`config.mk`:
```
export PLATFORM = sky130hd
export DESIGN_NAME = dma_engine
export DESIGN_NICKNAME = d
export VERILOG_FILES = /design/src/core/dma_pkg.sv /design/src/core/dma_engine.sv /design/src/core/dma_prio_arb.sv
export SDC_FILE = /design/constraint.sdc
export NUM_CORES = 2
export LEC_CHECK = 0
export BUFFER_PORTS_ARGS = -buffer_cell sky130_fd_sc_hd__buf_2
export CAP_MARGIN = 30
export CORE_MARGIN = 2
export CORE_UTILIZATION = 53
export DETAILED_ROUTE_END_ITERATION = 10
export HOLD_SLACK_MARGIN = 0.02
export PLACE_DENSITY = 0.68
export SLEW_MARGIN = 30
export SYNTH_ARGS = -nofsm -noshare
export SYNTH_HDL_FRONTEND = slang
export SYNTH_HIERARCHICAL = 1
export SYNTH_SLANG_ARGS = --single-unit
```
`constraint.sdc`:
```
create_clock -name sys_clk -period 60.2 [get_ports sys_clk]
set_input_delay 12.04 -clock sys_clk [delete_from_list [all_inputs] [get_ports sys_clk]]
set_output_delay 12.04 -clock sys_clk [all_outputs]
set_load 0.005 [all_outputs]
```
`src/core/dma_pkg.sv`:
```
`default_nettype none

package dma_pkg;

    // ==========================================================
    // channel layout
    localparam int NUM_CH       = 4;
    localparam int CHW          = 2;
    localparam int REGS_PER_CH  = 8;
    localparam int CH_SEL_LSB   = 5;
    localparam int MAP_TOP_BIT  = 7;

    // ==========================================================
    // register offsets within a channel (byte addresses)
    localparam logic [4:0] OFS_A_CNT      = 5'h00;
    localparam logic [4:0] OFS_A_START    = 5'h04;
    localparam logic [4:0] OFS_B_CNT      = 5'h08;
    localparam logic [4:0] OFS_B_START    = 5'h0C;
    localparam logic [4:0] OFS_LEN_CNT    = 5'h10;
    localparam logic [4:0] OFS_LEN_RELOAD = 5'h14;
    localparam logic [4:0] OFS_CTRL       = 5'h18;
    localparam logic [4:0] OFS_STAT       = 5'h1C;

    // ==========================================================
    // channel_control_register fields
    localparam int CTL_EN     = 0;
    localparam int CTL_DIR    = 1;
    localparam int CTL_IND    = 2;
    localparam int CTL_BPC    = 3;
    localparam int CTL_TCS    = 4;
    localparam int CTL_SOFTWARE_REQUEST_BIT   = 5;
    localparam int CTL_IRQEN  = 6;
    localparam int CTL_AUPD   = 7;
    localparam int CTL_BUPD   = 8;
    localparam int CTL_ASTEP  = 9;
    localparam int CTL_BSTEP  = 11;
    localparam int CTL_W      = 13;
    localparam logic [CTL_W-1:0] CTRL_RST = 13'h0000;

    // step field: bit 0 picks a step of two, bit 1 picks decrement
    localparam int STEP_BIG   = 0;
    localparam int STEP_DOWN  = 1;

    // ==========================================================
    // status register fields
    localparam int ST_DONE    = 0;
    localparam int ST_ACTIVE  = 1;

    // ==========================================================
    // best-case item spacing in clocks
    localparam int GAP_DIRECT_INTERMIT = 3;
    localparam int GAP_DIRECT_CONT     = 2;

    typedef enum logic [2:0] {
        ST_IDLE,
        ST_GNT,
        ST_XA,
        ST_XB,
        ST_NEXT
    } eng_state_e;

endpackage

`default_nettype wire

```
`src/core/dma_engine.sv`:
```
// How it works
// - four channels, channel 0 highest fixed priority
// - arbitrate the cycle before first bus clock
// - get bus, transfer, ack on requester cycle
// - block end: flag, interrupt and bus release on one edge
// - continuous policy keeps bus while request stays
// - resample request after ack drops, then each clock
// - direct item is one unlatched bus cycle
// - direct uses device A counter, ack asserted
// - direct dir 0 reads, dir 1 writes addressed
// - direct best spacing three or two clocks
// - size bit sets bytes; length is the item count
// - counters fixed, up or down per channel
// - indirect reads into holder, then writes
// - indirect ack only on device B cycle
// - indirect dir 0 A to B, 1 B to A
// - indirect best spacing bounded per policy
// - indirect item updates both address counters
// - one interrupt output per channel
// - eight software registers per channel
// - policy 0 releases, 1 holds while needed
// - software request bit acts like request pin
//
// The register offsets and the APB slave port are this design's own decisions.
`timescale 1ns/10ps
`default_nettype none

module dma_engine import dma_pkg::*; #(
    parameter int AW = 32,
    parameter int LW = 16
) (
    // clock and reset
    input  wire logic                sys_clk,
    input  wire logic                rst,
    // apb slave
    input  wire logic                psel,
    input  wire logic                penable,
    input  wire logic                pwrite,
    input  wire logic [7:0]          paddr,
    input  wire logic [31:0]         pwdata,
    output logic      [31:0]         prdata,
    output logic                     pready,
    output logic                     pslverr,
    // core bus master
    output logic                     cb_req,
    input  wire logic                cb_gnt,
    output logic                     cb_cyc,
    output logic                     cb_wr,
    output logic                     cb_size,
    output logic      [AW-1:0]       cb_addr,
    output logic      [31:0]         cb_wdata,
    input  wire logic [31:0]         cb_rdata,
    input  wire logic                cb_ready,
    // peripherals
    input  wire logic [NUM_CH-1:0]   channel_transfer_request,
    output logic      [NUM_CH-1:0]   chan_ack,
    output logic      [NUM_CH-1:0]   chan_irq
);

    // ==========================================================
    // storage
    logic [AW-1:0]     device_a_address_counter [NUM_CH];
    logic [AW-1:0]     a_start_ff               [NUM_CH];
    logic [AW-1:0]     device_b_address_counter [NUM_CH];
    logic [AW-1:0]     b_start_ff               [NUM_CH];
    logic [LW-1:0]     block_length_counter     [NUM_CH];
    logic [LW-1:0]     len_reload_ff            [NUM_CH];
    logic [CTL_W-1:0]  channel_control_register [NUM_CH];
    logic [NUM_CH-1:0] done_ff;
    logic [NUM_CH-1:0] irq_ff;
    logic [NUM_CH-1:0] req_s1_ff;
    logic [NUM_CH-1:0] req_s2_ff;
    logic [NUM_CH-1:0] pend;
    logic [NUM_CH-1:0] chan_active;

    eng_state_e        st_ff;
    logic [CHW-1:0]    cur_ff;
    logic              cb_req_ff;
    logic              cb_cyc_ff;
    logic              cb_wr_ff;
    logic              cb_size_ff;
    logic [AW-1:0]     cb_addr_ff;
    logic [31:0]       cb_wdata_ff;
    logic [NUM_CH-1:0] chan_ack_ff;

    logic              pready_ff;
    logic              pslverr_ff;
    logic [31:0]       prdata_ff;
    logic [31:0]       rd_data;
    logic              apb_wr;
    logic [4:0]        reg_ofs;
    logic [CHW-1:0]    reg_ch;

    logic              arb_any;
    logic [CHW-1:0]    arb_idx;
    logic [CHW-1:0]    sel;
    logic              ind_cur;
    logic              dir_cur;
    logic              bpc_cur;
    logic              item_done;
    logic              last_item;
    logic              block_end;
    logic              go_ind;
    logic              go_dir;
    logic [AW-1:0]     go_addr;
    logic              go_wr;
    logic              go_ack;

    assign prdata   = prdata_ff;
    assign pready   = pready_ff;
    assign pslverr  = pslverr_ff;
    assign cb_req   = cb_req_ff;
    assign cb_cyc   = cb_cyc_ff;
    assign cb_wr    = cb_wr_ff;
    assign cb_size  = cb_size_ff;
    assign cb_addr  = cb_addr_ff;
    assign cb_wdata = cb_wdata_ff;
    assign chan_ack = chan_ack_ff;
    assign chan_irq = irq_ff;

    // ==========================================================
    // request pins: two-flop synchroniser
    always_ff @(posedge sys_clk or posedge rst) begin
        if (rst) begin
            req_s1_ff <= '0;
            req_s2_ff <= '0;
        end else begin
            req_s1_ff <= channel_transfer_request;
            req_s2_ff <= req_s1_ff;
        end
    end

    // ==========================================================
    // apb slave: one wait-free access phase, upper half unmapped
    assign reg_ofs = {paddr[4:2], 2'b00};
    assign reg_ch  = paddr[CH_SEL_LSB+CHW-1:CH_SEL_LSB];
    assign apb_wr  = psel & penable & pready_ff & pwrite & ~paddr[MAP_TOP_BIT];

    always_comb begin
        rd_data = '0;
        case (reg_ofs)
            OFS_A_CNT:      rd_data = 32'(device_a_address_counter[reg_ch]);
            OFS_A_START:    rd_data = 32'(a_start_ff[reg_ch]);
            OFS_B_CNT:      rd_data = 32'(device_b_address_counter[reg_ch]);
            OFS_B_START:    rd_data = 32'(b_start_ff[reg_ch]);
            OFS_LEN_CNT:    rd_data = 32'(block_length_counter[reg_ch]);
            OFS_LEN_RELOAD: rd_data = 32'(len_reload_ff[reg_ch]);
            OFS_CTRL:       rd_data = 32'(channel_control_register[reg_ch]);
            OFS_STAT:       rd_data = 32'({chan_active[reg_ch], done_ff[reg_ch]});
            default:        rd_data = '0;
        endcase
        if (paddr[MAP_TOP_BIT]) begin
            rd_data = '0;
        end
    end

    always_ff @(posedge sys_clk or posedge rst) begin
        if (rst) begin
            pready_ff  <= 1'b0;
            pslverr_ff <= 1'b0;
            prdata_ff  <= '0;
        end else begin
            pready_ff  <= psel & ~penable;
            pslverr_ff <= psel & ~penable & paddr[MAP_TOP_BIT];
            if (psel & ~penable) begin
                prdata_ff <= rd_data;
            end
        end
    end

    // ==========================================================
    // address step: freeze, or one/two up/down, whatever the item size
    function automatic logic [AW-1:0] step_addr(input logic [AW-1:0] a,
                                                 input logic [1:0]    f,
                                                 input logic          upd);
        logic [AW-1:0] d;
        d = f[STEP_BIG] ? AW'(2) : AW'(1);
        if (!upd) begin
            step_addr = a;
        end else if (f[STEP_DOWN]) begin
            step_addr = a - d;
        end else begin
            step_addr = a + d;
        end
    endfunction

    // ==========================================================
    // per-channel register sets; engine updates win over software
    genvar gi;
    generate
        for (gi = 0; gi < NUM_CH; gi++) begin : g_ch
            logic             wr_ch;
            logic             upd_ch;
            logic             nxt_done;
            logic [CTL_W-1:0] ctl;

            assign ctl    = channel_control_register[gi];
            assign wr_ch  = apb_wr & (reg_ch == CHW'(gi));
            assign upd_ch = item_done & (cur_ff == CHW'(gi));
            assign pend[gi] = ctl[CTL_EN] & (req_s2_ff[gi] | ctl[CTL_SOFTWARE_REQUEST_BIT])
                              & (block_length_counter[gi] != '0);
            assign chan_active[gi] = ctl[CTL_EN] & (block_length_counter[gi] != '0);
            // a completion in the same cycle as a write-one clear survives
            assign nxt_done = (block_end & (cur_ff == CHW'(gi)))
                            | (done_ff[gi] & ~(wr_ch & (reg_ofs == OFS_STAT)
                                               & pwdata[ST_DONE]));

            always_ff @(posedge sys_clk or posedge rst) begin
                if (rst) begin
                    device_a_address_counter[gi] <= '0;
                    a_start_ff[gi]               <= '0;
                    device_b_address_counter[gi] <= '0;
                    b_start_ff[gi]               <= '0;
                    block_length_counter[gi]     <= '0;
                    len_reload_ff[gi]            <= '0;
                    channel_control_register[gi] <= CTRL_RST;
                    done_ff[gi]                  <= 1'b0;
                    irq_ff[gi]                   <= 1'b0;
                end else begin
                    done_ff[gi] <= nxt_done;
                    irq_ff[gi]  <= nxt_done & ctl[CTL_IRQEN];
                    if (wr_ch) begin
                        case (reg_ofs)
                            OFS_A_CNT:      device_a_address_counter[gi] <= pwdata[AW-1:0];
                            OFS_A_START:    a_start_ff[gi]               <= pwdata[AW-1:0];
                            OFS_B_CNT:      device_b_address_counter[gi] <= pwdata[AW-1:0];
                            OFS_B_START:    b_start_ff[gi]               <= pwdata[AW-1:0];
                            OFS_LEN_CNT:    block_length_counter[gi]     <= pwdata[LW-1:0];
                            OFS_LEN_RELOAD: len_reload_ff[gi]            <= pwdata[LW-1:0];
                            OFS_CTRL:       channel_control_register[gi] <= pwdata[CTL_W-1:0];
                            default:        ;
                        endcase
                    end
                    // last assignment wins: only the counters are overridden
                    if (upd_ch) begin
                        device_a_address_counter[gi] <= step_addr(
                            device_a_address_counter[gi],
                            ctl[CTL_ASTEP+1:CTL_ASTEP], ctl[CTL_AUPD]);
                        if (ctl[CTL_IND]) begin
                            device_b_address_counter[gi] <= step_addr(
                                device_b_address_counter[gi],
                                ctl[CTL_BSTEP+1:CTL_BSTEP], ctl[CTL_BUPD]);
                        end
                        block_length_counter[gi] <= block_length_counter[gi] - LW'(1);
                    end
                end
            end
        end
    endgenerate

    // ==========================================================
    // channel choice and launch of an item's first bus cycle
    dma_prio_arb #(
        .N  (NUM_CH),
        .IW (CHW)
    ) u_arb (
        .req (pend),
        .any (arb_any),
        .idx (arb_idx)
    );

    assign sel     = (st_ff == ST_GNT) ? arb_idx : cur_ff;
    assign go_ind  = channel_control_register[sel][CTL_IND];
    assign go_dir  = channel_control_register[sel][CTL_DIR];
    // first cycle: direct and indirect dir 0 go through A, dir 1 through B
    assign go_addr = (go_ind & go_dir) ? device_b_address_counter[sel]
                                       : device_a_address_counter[sel];
    assign go_wr   = ~go_ind & go_dir;
    assign go_ack  = ~go_ind | go_dir;

    assign ind_cur   = channel_control_register[cur_ff][CTL_IND];
    assign dir_cur   = channel_control_register[cur_ff][CTL_DIR];
    assign bpc_cur   = channel_control_register[cur_ff][CTL_BPC];
    assign item_done = cb_cyc_ff & cb_ready
                       & (((st_ff == ST_XA) & ~ind_cur) | (st_ff == ST_XB));
    assign last_item = block_length_counter[cur_ff] == LW'(1);
    assign block_end = item_done & last_item;

    // ==========================================================
    // engine sequencer
    always_ff @(posedge sys_clk or posedge rst) begin
        if (rst) begin
            st_ff       <= ST_IDLE;
            cur_ff      <= '0;
            cb_req_ff   <= 1'b0;
            cb_cyc_ff   <= 1'b0;
            cb_wr_ff    <= 1'b0;
            cb_size_ff  <= 1'b0;
            cb_addr_ff  <= '0;
            cb_wdata_ff <= '0;
            chan_ack_ff <= '0;
        end else begin
            case (st_ff)
                ST_IDLE: begin
                    if (arb_any) begin
                        cb_req_ff <= 1'b1;
                        st_ff     <= ST_GNT;
                    end
                end
                ST_GNT: begin
                    if (!arb_any) begin
                        cb_req_ff <= 1'b0;
                        st_ff     <= ST_IDLE;
                    end else if (cb_gnt) begin
                        cur_ff      <= arb_idx;
                        cb_cyc_ff   <= 1'b1;
                        cb_addr_ff  <= go_addr;
                        cb_wr_ff    <= go_wr;
                        cb_size_ff  <= channel_control_register[arb_idx][CTL_TCS];
                        chan_ack_ff <= go_ack ? (NUM_CH'(1) << arb_idx) : '0;
                        st_ff       <= ST_XA;
                    end
                end
                ST_XA: begin
                    if (cb_ready) begin
                        if (ind_cur) begin
                            // data held here until the write cycle
                            cb_wdata_ff <= cb_rdata;
                            cb_addr_ff  <= dir_cur ? device_a_address_counter[cur_ff]
                                                   : device_b_address_counter[cur_ff];
                            cb_wr_ff    <= 1'b1;
                            chan_ack_ff <= dir_cur ? '0 : (NUM_CH'(1) << cur_ff);
                            st_ff       <= ST_XB;
                        end else begin
                            // fly-by: no copy of the data is taken
                            cb_cyc_ff   <= 1'b0;
                            chan_ack_ff <= '0;
                            if (last_item || !bpc_cur) begin
                                cb_req_ff <= 1'b0;
                                st_ff     <= ST_IDLE;
                            end else begin
                                st_ff <= ST_NEXT;
                            end
                        end
                    end
                end
                ST_XB: begin
                    if (cb_ready) begin
                        cb_cyc_ff   <= 1'b0;
                        chan_ack_ff <= '0;
                        if (last_item || !bpc_cur) begin
                            cb_req_ff <= 1'b0;
                            st_ff     <= ST_IDLE;
                        end else begin
                            st_ff <= ST_NEXT;
                        end
                    end
                end
                ST_NEXT: begin
                    // ack is low now; higher channels cannot cut in
                    if (pend[cur_ff]) begin
                        cb_cyc_ff   <= 1'b1;
                        cb_addr_ff  <= go_addr;
                        cb_wr_ff    <= go_wr;
                        cb_size_ff  <= channel_control_register[cur_ff][CTL_TCS];
                        chan_ack_ff <= go_ack ? (NUM_CH'(1) << cur_ff) : '0;
                        st_ff       <= ST_XA;
                    end else begin
                        cb_req_ff <= 1'b0;
                        st_ff     <= ST_IDLE;
                    end
                end
                default: begin
                    st_ff     <= ST_IDLE;
                    cb_req_ff <= 1'b0;
                    cb_cyc_ff <= 1'b0;
                end
            endcase
        end
    end

    // ==========================================================
    // checks
    localparam int GAP_DC = GAP_DIRECT_CONT;
    logic [LW-1:0] len_cur;
    assign len_cur = block_length_counter[cur_ff];
endmodule

`default_nettype wire

```
`src/core/dma_prio_arb.sv`:
```
`timescale 1ns/10ps
`default_nettype none

module dma_prio_arb #(
    parameter int N  = 4,
    parameter int IW = 2
) (
    // requests
    input  wire logic [N-1:0]  req,
    // result
    output logic               any,
    output logic [IW-1:0]      idx
);

    // lowest index wins: scan from the top so channel 0 overwrites last
    always_comb begin
        any = |req;
        idx = '0;
        for (int k = N - 1; k >= 0; k--) begin
            if (req[k]) begin
                idx = IW'(k);
            end
        end
    end

endmodule

`default_nettype wire

```
==> metrics.yaml <==
clockRootBuffer: "clkbuf_16"
synth-edff-count: 0
fp.dieH_um: 325
arrival_ns: 15.89
cp-end-kind: "register"
fillers: 8685
crit_fanout: 68
hold_class: "reg2reg"
ys.warnings.count: 6
cts-resized-gates: 0
syn2layout_area_growth_pct: 10.4
dp_hpwl_um: 125000
ant_nets: 0
cts.sinks: 819
hold_viol: 0
worstSetupPathType: "in2reg"
grt_pass1_vias: 43000
final_cell_area_mm2: 0.0602
vias_per_cell: 6.73
crit_required_ns: 60.76
ys.flop_type: "dfrtp_1"
ys_seq_area_share_pct: 37.6
core-area_mm2: 0.102
power_density_mw_per_mm2: 23.9
slew_headroom_pct: 29.4
cp_slowest_cell: "buf_4"
antenna_found_initial: 6
grt_pass1_wl_um: 271000
stdcell_count: 6685
cts_hold_buf: 0
routabilityCongestion: 0.963
syn_nets: 5561
pin_count: 193
synth.avg_cell_area_um2: 10.5
maxSlewViolCount: 0
ys_types: 83
cts_buffers: 94
hp-start: "req_s1_ff[3]"
fin_crit_ns: 15.33
totalPowerFinal_mw: 1.44
postSynth.asyncResetShare_pct: 100
cp-startpoint: "paddr[6]"
dp.cells: 6503
rows: 117
worst_skew_pair.late_latency_ns: 0.71
leakage_nw: 28.3
timing.rr.start: "block_length_counter[24]"
die_area_mm2: 0.106
grtUsageTotal_pct: 33.7
use_met1_pct: 44.6
placement.cell_area_mm2: 0.0567
yosys_register_bits: 819
met2_usage_pct: 52.0
synthCells: 5218
clockBufferDepth: 3
place_ws_ns: 44.20
crit_chain: "buf_8, buf_4, buf_4, mux4_2, nand2_1, a21oi_1, a311oi_1, a21oi_1, a221oi_1, o21ai_0"
drcViolationCount: 0
worstHoldPathCells: 0
grt.busiest_layer: "met2"
r2r_end: "cb_addr[8]"
drt_iter0_markers: 4530
cts-htree-levels: 3
wl_per_cell_um: 26.9
first_pass_iters: 5
setup_viol: 0
netlist_area_mm2: 0.0546
io_buffers: 190
r2r_cells: 17
finalClockSkew_ns: 0.0275
post_cts_buffers: 0
die_width_um: 325
status: "finished, final reports clean"
synth_top_area_share_pct: 37.6
dr_total_vias: 45000
timing.fmax_ghz: 0.0652
ir_worst_vdd_mv: 0.0260
startpoint_type: "input pin"
worst_slew_pin_slew_ns: 1.03
final_layout_size_suffix_gt1_share_pct: 23.6
cap_violations: 0
min_to: "req_s2_ff[3]"
grtUsageMet3_pct: 6.27
max_stage_delay_ns: 0.75
path_clk_slew_ns: 0.06
grt_overflow_total: 0
fin_ws_ns: 44.87
timing.reg2reg.setup_slack_ns: 54.09
synth_area_leaders: "dfrtp_1, mux4_2, mux2_2"
post-route-util_pct: 59.1
tns_ns: 0
synth_largest_area_cell: "dfrtp_1"
fin_hold_ws_ns: 0.352
rsz0062_at_grt: "false"
finalWirelength_um: 180000
nNetsFinal: 5577
grt_max_degree: 157
fin_crit_sh_pct: 25.5
cts_tree: "built"
start_util_pct: 53.6
[sequential cells by signal (all words and copies together), names as in the netlist, 2 cells and up]
register / cells
a_start_ff: 128
b_start_ff: 128
block_length_counter: 64
cb_addr: 32
cb_wdata: 32
chan_ack: 4
chan_irq: 4
cur_ff: 2
device_a_address_counter: 128
device_b_address_counter: 128
done_ff: 4
g_ch.ctl: 52
len_reload_ff: 64
prdata: 32
req_s1_ff: 4
req_s2_ff: 4
st_ff: 3
[critical path, delay by kind of cell]
family | cells | cell delay, ns
buffers and inverters | 3 | 1.84
multiplexers | 1 | 0.63
AND/OR/NAND/NOR | 1 | 0.10
AO/OA/AOI/OAI | 5 | 1.19
[per-layer routing]
metal	part of all wire, %	wire length (um)
met1	40	72300
met2	45	81500
met3	7.8	14000
met4	6.7	12000
met5	0.0072	13
[synthesized netlist by cell type, types with 19 or more instances]
cell type,instances
a211oi_1,37
nor2_1,297
ha_1,252
mux4_2,313
a21oi_1,378
a31oi_1,49
o22ai_1,74
o211ai_1,42
xor2_1,93
nand4_1,27
a22oi_1,129
nand2_1,472
mux2_2,437
o31ai_1,21
dfrtp_1,819
inv_1,96
nor3_1,71
a221o_1,31
clkbuf_1,269
o21bai_1,34
buf_1,59
and2_1,19
o21a_1,40
o21ai_0,369
xnor2_1,105
a21o_1,146
nand2b_1,48
mux2i_1,20
nand3_1,115
and3_1,31
nor4_1,25
nor2b_1,32
or3_1,26
[cell usage in the layout, fill, tap and decap left out, drive strengths merged, types with 146 or more instances in the layout]
master,instances
dfrtp,819
nand2,473
mux2,437
o21ai,380
a21oi,379
mux4,313
nor2,297
buf,264
ha,252
a21o,146
[worst max path at each step]
stage | end | slack (ns)
final | prdata[7] | 44.87
after CTS | prdata[11] | 44.93
after global routing | prdata[7] | 44.62
after floorplan | a_start_ff[0] | 25.16
after detailed placement | prdata[11] | 44.20
after global placement | device_b_address_counter[87] | 44.16
[layout make-up]
cell class | instances | area, um2 | area share, %
clock buffers | 129 | 2760 | 4.57
multi-input cells | 3959 | 32600 | 54.1
well taps | 1368 | 1710 | 2.84
inverters | 96 | 368 | 0.611
flip-flops and latches | 819 | 20500 | 34.0
repair buffers | 264 | 1630 | 2.70
diodes | 3 | 7.51 | 0.0125
clock inverters | 47 | 697 | 1.16
[logic make-up (layout without fill, tap and decap cells)]
| family | Yosys count | after routing | synth area share (%) |
|---|---|---|---|
| buf+inv | 440 | 536 | 3.12 |
| other cells | 0 | 3 | 0 |
| xor+xnor | 198 | 198 | 3.18 |
| mux | 770 | 770 | 22.3 |
| fa+ha+maj | 260 | 260 | 6.07 |
| flops | 819 | 819 | 37.6 |
| compound gates | 1502 | 1502 | 17.5 |
| simple gates | 1229 | 1229 | 10.3 |
[power by group]
group / internal (mW) / switching (mW) / total, mW
Sequential: 0.573 / 0.0264 / 0.600
Combinational: 0.0709 / 0.127 / 0.198
Clock: 0.386 / 0.255 / 0.641
Total: 1.03 / 0.408 / 1.44
Note: power is estimated with default switching activity, not from simulation.
